### config.mk
export PLATFORM = sky130hd
export DESIGN_NAME = lsm_top
export DESIGN_NICKNAME = d
export VERILOG_FILES = /design/src/rtl/lsm_pkg.sv /design/src/rtl/lsm_decide.sv /design/src/rtl/lsm_top.sv
export SDC_FILE = /design/constraint.sdc
export NUM_CORES = 1
export LEC_CHECK = 0
export BUFFER_PORTS_ARGS = -buffer_cell sky130_fd_sc_hd__buf_2
export CORE_MARGIN = 2
export CORE_UTILIZATION = 40
export DETAILED_ROUTE_END_ITERATION = 10
export PLACE_DENSITY = 0.55
export SLEW_MARGIN = 20
export SYNTH_ARGS = -nofsm -noshare
export SYNTH_HDL_FRONTEND = slang
export SYNTH_SLANG_ARGS = --single-unit
### constraint.sdc
create_clock -name mclk_i -period 3.9 [get_ports mclk_i]
set_clock_uncertainty 0.2 [all_clocks]
set_input_delay 0.39 -clock mclk_i [delete_from_list [all_inputs] [get_ports mclk_i]]
set_output_delay 0.39 -clock mclk_i [all_outputs]
set_load 0.1 [all_outputs]
### src/rtl/lsm_pkg.sv
// Function
// - cacheable snoop on modified: hits, inquire, writeback, shared
// - noncacheable snoop on modified: hits, inquire, writeback, becomes exclusive
// - cacheable snoop on exclusive: tag hit, shared
// - other plain snoop hits: tag hit, state kept
// - invalidating snoop on modified: all, then invalid
// - invalidating snoop on clean: hit, back-invalidate, invalid
// - synchronise: modified written back, becomes exclusive
// - flush: if the indexed line is valid, it goes invalid (modified written back) and the cpu is back-invalidated
package lsm_pkg;
  localparam int LSM_INDEX_W = 4;
  localparam int LSM_TAG_W = 8;

  typedef enum logic [1:0] {
    LSM_I = 2'h0,
    LSM_S = 2'h1,
    LSM_E = 2'h2,
    LSM_M = 2'h3
  } lsm_mesi_t;

  typedef enum logic [1:0] {
    LSM_OP_SNOOP = 2'h0,
    LSM_OP_SNOOP_INV = 2'h1,
    LSM_OP_SYNC = 2'h2,
    LSM_OP_FLUSH = 2'h3
  } lsm_op_t;

  typedef struct packed {
    lsm_mesi_t next_state;
    logic tag_hit;
    logic mod_hit;
    logic inquire;
    logic back_inv;
    logic writeback;
  } lsm_act_t;
endpackage

### src/rtl/lsm_decide.sv
`timescale 1ns/10ps
module lsm_decide
  import lsm_pkg::*;
(
  input wire lsm_op_t op_i,
  input wire logic noncache_i,
  input wire lsm_mesi_t state_i,
  output lsm_act_t act_o
);
  always_comb begin
    act_o = '0;
    act_o.next_state = state_i;
    if (state_i != LSM_I) begin
      unique case (op_i)
        LSM_OP_SNOOP: begin
          act_o.tag_hit = 1'b1;
          if (state_i == LSM_M) begin
            act_o.mod_hit = 1'b1;
            act_o.inquire = 1'b1;
            act_o.writeback = 1'b1;
            act_o.next_state = noncache_i ? LSM_E : LSM_S;
          end else if (state_i == LSM_E && !noncache_i) begin
            act_o.next_state = LSM_S;
          end
        end
        LSM_OP_SNOOP_INV: begin
          act_o.tag_hit = 1'b1;
          act_o.back_inv = 1'b1;
          act_o.mod_hit = (state_i == LSM_M);
          act_o.inquire = (state_i == LSM_M);
          act_o.writeback = (state_i == LSM_M);
          act_o.next_state = LSM_I;
        end
        LSM_OP_SYNC: begin
          if (state_i == LSM_M) begin
            act_o.inquire = 1'b1;
            act_o.writeback = 1'b1;
            act_o.next_state = LSM_E;
          end
        end
        LSM_OP_FLUSH: begin
          act_o.back_inv = 1'b1;
          act_o.inquire = (state_i == LSM_M);
          act_o.writeback = (state_i == LSM_M);
          act_o.next_state = LSM_I;
        end
      endcase
    end // invalid keeps all zero
  end
endmodule // lsm_decide

### src/rtl/lsm_top.sv
`timescale 1ns/10ps
module lsm_top
  import lsm_pkg::*;
#(
  parameter int INDEX_W = LSM_INDEX_W,
  parameter int TAG_W = LSM_TAG_W
) (
  input wire logic mclk_i,
  input wire logic rstn_i,
  // request from memory bus controller / maintenance sequencer
  input wire logic req_valid_i,
  input wire lsm_op_t req_op_i,
  input wire logic snoop_noncacheable_flag_i,
  input wire logic [INDEX_W-1:0] req_index_i,
  input wire logic [TAG_W-1:0] req_tag_i,
  // line install port (fills are done elsewhere)
  input wire logic fill_valid_i,
  input wire logic [INDEX_W-1:0] fill_index_i,
  input wire logic [TAG_W-1:0] fill_tag_i,
  input wire lsm_mesi_t fill_state_i,
  // results: one-cycle pulses, plus act_index_o/act_tag_o held until the next request
  output logic done_o,
  output logic tag_hit_ind_o,
  output logic modified_hit_ind_o,
  output logic line_writeback_cycle_o,
  output logic cpu_inquire_cycle_o,
  output logic cpu_back_invalidate_o,
  output logic [INDEX_W-1:0] act_index_o,
  output logic [TAG_W-1:0] act_tag_o
);
  localparam int LINES = 1 << INDEX_W;

  // ----------------------------------------
  // state
  // ----------------------------------------
  typedef struct packed {
    lsm_mesi_t [LINES-1:0] mesi;
    logic [LINES-1:0][TAG_W-1:0] tags;
    logic done;
    logic tag_hit;
    logic mod_hit;
    logic writeback;
    logic inquire;
    logic back_inv;
    logic [INDEX_W-1:0] idx;
    logic [TAG_W-1:0] tag;
  } lsm_state_t;

  lsm_state_t st;
  lsm_state_t next_st;
  lsm_mesi_t look_state;
  lsm_act_t act;

  // snoops must match the tag; sync and flush walk by index only
  always_comb begin
    look_state = st.mesi[req_index_i];
    if ((req_op_i == LSM_OP_SNOOP || req_op_i == LSM_OP_SNOOP_INV)
        && st.tags[req_index_i] != req_tag_i) begin
      look_state = LSM_I;
    end
  end

  lsm_decide u_decide (
    .op_i(req_op_i),
    .noncache_i(snoop_noncacheable_flag_i),
    .state_i(look_state),
    .act_o(act)
  );

  // ----------------------------------------
  // next state
  // ----------------------------------------
  always_comb begin
    next_st = st;
    next_st.done = 1'b0;
    next_st.tag_hit = 1'b0;
    next_st.mod_hit = 1'b0;
    next_st.writeback = 1'b0;
    next_st.inquire = 1'b0;
    next_st.back_inv = 1'b0;
    // fill tag always lands; a request that hits a valid line (snoops need a tag match) overrides the fill state; a same-cycle request sees the old line
    if (fill_valid_i) begin
      next_st.mesi[fill_index_i] = fill_state_i;
      next_st.tags[fill_index_i] = fill_tag_i;
    end
    if (req_valid_i) begin
      next_st.done = 1'b1;
      next_st.tag_hit = act.tag_hit;
      next_st.mod_hit = act.mod_hit;
      next_st.writeback = act.writeback;
      next_st.inquire = act.inquire;
      next_st.back_inv = act.back_inv;
      next_st.idx = req_index_i;
      next_st.tag = st.tags[req_index_i];
      if (look_state != LSM_I) begin
        next_st.mesi[req_index_i] = act.next_state;
      end
    end
  end

  always_ff @(posedge mclk_i or negedge rstn_i) begin
    if (!rstn_i) begin
      st <= '0;
    end else begin
      st <= next_st;
    end
  end

  assign done_o = st.done;
  assign tag_hit_ind_o = st.tag_hit;
  assign modified_hit_ind_o = st.mod_hit;
  assign line_writeback_cycle_o = st.writeback;
  assign cpu_inquire_cycle_o = st.inquire;
  assign cpu_back_invalidate_o = st.back_inv;
  assign act_index_o = st.idx;
  assign act_tag_o = st.tag;
endmodule // lsm_top

; Word-level counts from Yosys, hierarchy flattened
; Index checks and enable logic that the tools add are counted.
[classes]
order_cmp = 4
eq_ne = 6
n_mux = 30
n_reduce_logical = 10
[op_table]
columns = op, n
row1 = 160-bit 2-to-1 mux, 1
row2 = 128-bit bitwise mux, 1
row3 = 32-bit bitwise mux, 2
row4 = 32-bit 2-to-1 mux, 2
row5 = 8-bit binary-select mux with 4-bit select, 1
row6 = 8-bit demux with 4-bit select, 1
row7 = 18-bit 2-to-1 mux, 1
row8 = 2-bit 2-to-1 mux, 9
row9 = 2-bit demux with 4-bit select, 2
row10 = 8-bit 2-to-1 mux, 2
row11 = 4-bit by 5-bit < comparator with 1-bit output (second input constant), 2
row12 = 2-bit binary-select mux with 4-bit select, 1
row13 = 2-bit equality test (second input constant), 4
row14 = 4-bit by 1-bit >= comparator with 1-bit output (second input constant), 2
row15 = 8-bit != test, 1
row16 = 7-bit 2-to-1 mux, 1
row17 = 2-bit one-hot mux with 3 select lines, 1
row18 = 1-bit logical AND, 4
row19 = 2-bit one-hot mux with 2 select lines, 1
row20 = 2-bit OR reduction, 2
row21 = 1-bit one-hot mux with 3 select lines, 1
row22 = 2-bit by 1-bit equality test with 1-bit output (second input constant), 1
row23 = 2-bit zero test, 1
row24 = 1-bit 2-to-1 mux, 2
row25 = other kinds (4), 4
[word_totals]
regBits = 178
in_bits = 33
output_inout_bits = 18
elab_cells = 90

; Depth between registers and ports, before layout
[depth]
ltp_word = 14
mapped_depth = 12
ltp_nobuf = 8

; Modules after synthesis
; Synthesis repeated with hierarchy kept, for this count alone.
[hier_totals]
cells_unflattened = 631
area_unflattened_um2 = 9180.1
[by_module_without_submodules]
columns = module, instances, cells_each, area_per_inst_um2, seq_area_each_um2
row1 = lsm_top, 1, 620, 9111.2, 4454.3
row2 = lsm_decide, 1, 11, 68.8, 0.0

; Worst setup path before layout
; Ideal clock, no wire load.
[synth_timing]
path_type = input-to-reg
startpoint = in req_index_i[0]
endpoint = reg st[164] in the netlist's numbering
setup_ps = 132
arrival_time_ps = 2816
required_ps = 3568
setup_slack_ps = 753
cell_stages = 8
path_buffers = 3
path_cell_list = clkbuf_1 clkbuf_1 mux4_2 mux4_2 o21ai_4 buf_6 nor4_4 mux2i_1
[synth_rtl]
columns = element, line_no
row1 = "start, declared", lsm_top.sv:14  ; input wire logic [INDEX_W-1:0] req_index_i,
row2 = "end signal, assigned", lsm_top.sv:105  ; st <= next_st;
row3 = "end, declared", lsm_top.sv:49  ; lsm_state_t st;

==> metrics.txt <==
status completed; H-Tree Depth 4; DP Cell Count 918; flops & latches, synth 177; maximum VDD drop 0.245 mV; pre-CTS WS 0.0541 ns; Mapped Area 8960 µm²; core area 21900 µm²; Crit Reg-Reg Endpoint st[171]; syn_nets ~640; async set-reset flop share out of synthesis 100%; hpwl dp between 10000 and 15000 µm; Max-cap violations 0; Setup crit end kind flip-flop; RSZ-0062 raised after global routing false; Max FO, Critical Path 23; largest area contributor in the netlist dfrtp_1; row cnt 54; Max Buffers Root-to-Sink 2; Initial Utilization between 40 and 50%; Iteration-0 DRC Markers 208; crit start category input pin; synth top area cells dfrtp_1, mux2_2, mux2i_1; Final Slew Violations 0; GP Congestion 0.812; Post-synth EDFFs 0; Skew-Pair Late Insertion Delay 0.43 ns; first-pass GRT wire length 35500 µm; post-synthesis instance total between 600 and 700; vias in the first global route 5887; worst hold endpoint cpu_back_invalidate_o; share of layout cells above drive strength 1 between 40% and 50%; Hold Crit Depth 2; Port Buffers 50; static leakage 4.27 nW; grt ovf 0; Setup TNS 0 ns; Via density 5.66; Clock Sinks 177; CTS tree built; final wirelength approximately 22000 µm; Fill cells 1957; Top Ports 51; DIE HEIGHT 154 µm; predominant post-synthesis flop cell dfrtp_1; antenna violations before repair 1; most common cell after layout, fill and taps aside dfrtp_1; Ys Warns 0; Slew @ Worst Pin 1.02 ns; Die Width 154 µm; fin crit share between 80% and 90%; root buf cell clkbuf_16; top cell type's share of synthesized area 49.4%; area delta synth->final 13.4%; Worst Min Path Start req_op_i[0]; Total GRT Usage 19.9%; Tot Pwr about 5.6 mW; Power Density roughly 550 nW/µm²; Resized Gates After CTS 0; final setup margin roughly 0.46 ns; final cell count without fillers about 950; final hold vios 0; Antenna Cells 0; R2R depth 10; kind of critical path in -> reg; drt first pass iters 4; DIE AREA 23600 µm²; Setup violations, final 0; max_slew headroom 32.0%; number of CTS-inserted buffers 17; Routed WL per cell 23.4 µm; largest net degree at the start of global routing 95; Max Fclk approximately 290 MHz; commonest cells after routing, fill and taps aside dfrtp_1, mux2_2, mux2i_1, buf_2, mux4_2; Reg2Reg Setup Slack 0.59 ns; minimum clock period ~3.4 ns; mean post-synth cell area approximately 15 µm²; final hold slack 0.0626 ns; WP data required 4.04 ns; sequential cell area fraction in the yosys report 49.4%; synth unique cells 43; Hold Crit Class in -> reg; drt drc 0; vias post-DR 5386; nets@finish around 700; Arrival @ worst endpoint 3.58 ns; post-route antenna net violation count 0; Clock Pin Slew Worst Setup and Hold Paths 0.07 ns
[cells in the mapped netlist (2+ instances only)]
cell and number:
nand2_1 7, nor4_4 16, nand3b_1 3, a211oi_2 2, o22ai_1 3, buf_2 10, mux2i_1 83, mux2_2 146
xnor2_1 4, o2bb2ai_1 2, mux4_2 30, nor2b_1 6, dfrtp_1 177, nand2b_1 11, xor2_1 6, clkbuf_1 20
buf_6 4, buf_1 3, o21ai_0 10, nor3_1 3, nand3_1 4, buf_4 14, or2_2 2, inv_1 3
nand4_1 2, a22o_1 4, or3_1 2, nor2_1 17, mux4_1 3
[cell families (layout without fill, tap and decap cells)]
kind of cell,after synthesis,in the layout,share of synthesized area (%)
compound gates,31,31,2.58
xor+xnor,10,10,0.978
buf+inv,54,115,3.32
flops,177,177,49.4
mux,263,263,36.3
simple gates,76,76,7.36
[through the flow]
step	util (%)	area, µm²
floorplan	-	8960
global placement	43.7	9570
detailed placement	43.7	9570
CTS	46.4	10200
global route	46.4	10200
finish	46.4	10200
[per-layer routing]
layer | track usage (%) | routed length, µm | vias up
met2 | 33.6 | 11100 | 111
met1 | 25.6 | 9740 | 2885
met4 | 5.50 | 378 | 0
li1 | - | - | 2361
met5 | 0 | 0 | -
met3 | 4.88 | 1090 | 29
[what timing repair did]
action,4_1_cts,5_1_grt
hold buffers,2,0
endpoints found under the hold margin,94,0
buffers inserted,0,0
[critical path: stages]
cell	delay [ns]
buf_2	0.52
buf_4	0.40
mux2_2	0.38
o22ai_1	0.17
a221oi_1	0.10
xor2_1	0.17
o31ai_1	0.33
buf_4	0.20
a31oi_4	0.15
buf_12	0.21
nor4_4	0.29
mux2i_1	0.26
[power by group]
group | switching, mW | internal (mW)
registers | 0.227 | 2.28
logic | 0.770 | 0.656
clock network | 0.749 | 0.891
total | 1.75 | 3.83
[worst max-delay path by stage]
stage	startpoint	endpoint	slack, ns	cells past startpoint
floorplan	req_index_i[0]	st[164]	0.75	8
global placement	req_index_i[3]	st[160]	0.18	12
detailed placement	req_index_i[3]	st[171]	0.05	12
CTS	req_index_i[3]	st[171]	0.50	12
global route	req_index_i[3]	st[171]	0.35	12
finish	req_index_i[3]	st[171]	0.46	12
[area by class of cell]
cell class,count,area [µm²],share of cell area [%]
clock inverter,13,129,1.27
timing repair buffer,80,549,5.41
clock buffer,19,433,4.26
tap,280,350,3.45
sequential,177,4430,43.6
multi-input combinational,380,4250,41.9
inverter,3,11.3,0.111
Note: power is estimated with default switching activity, not from simulation.
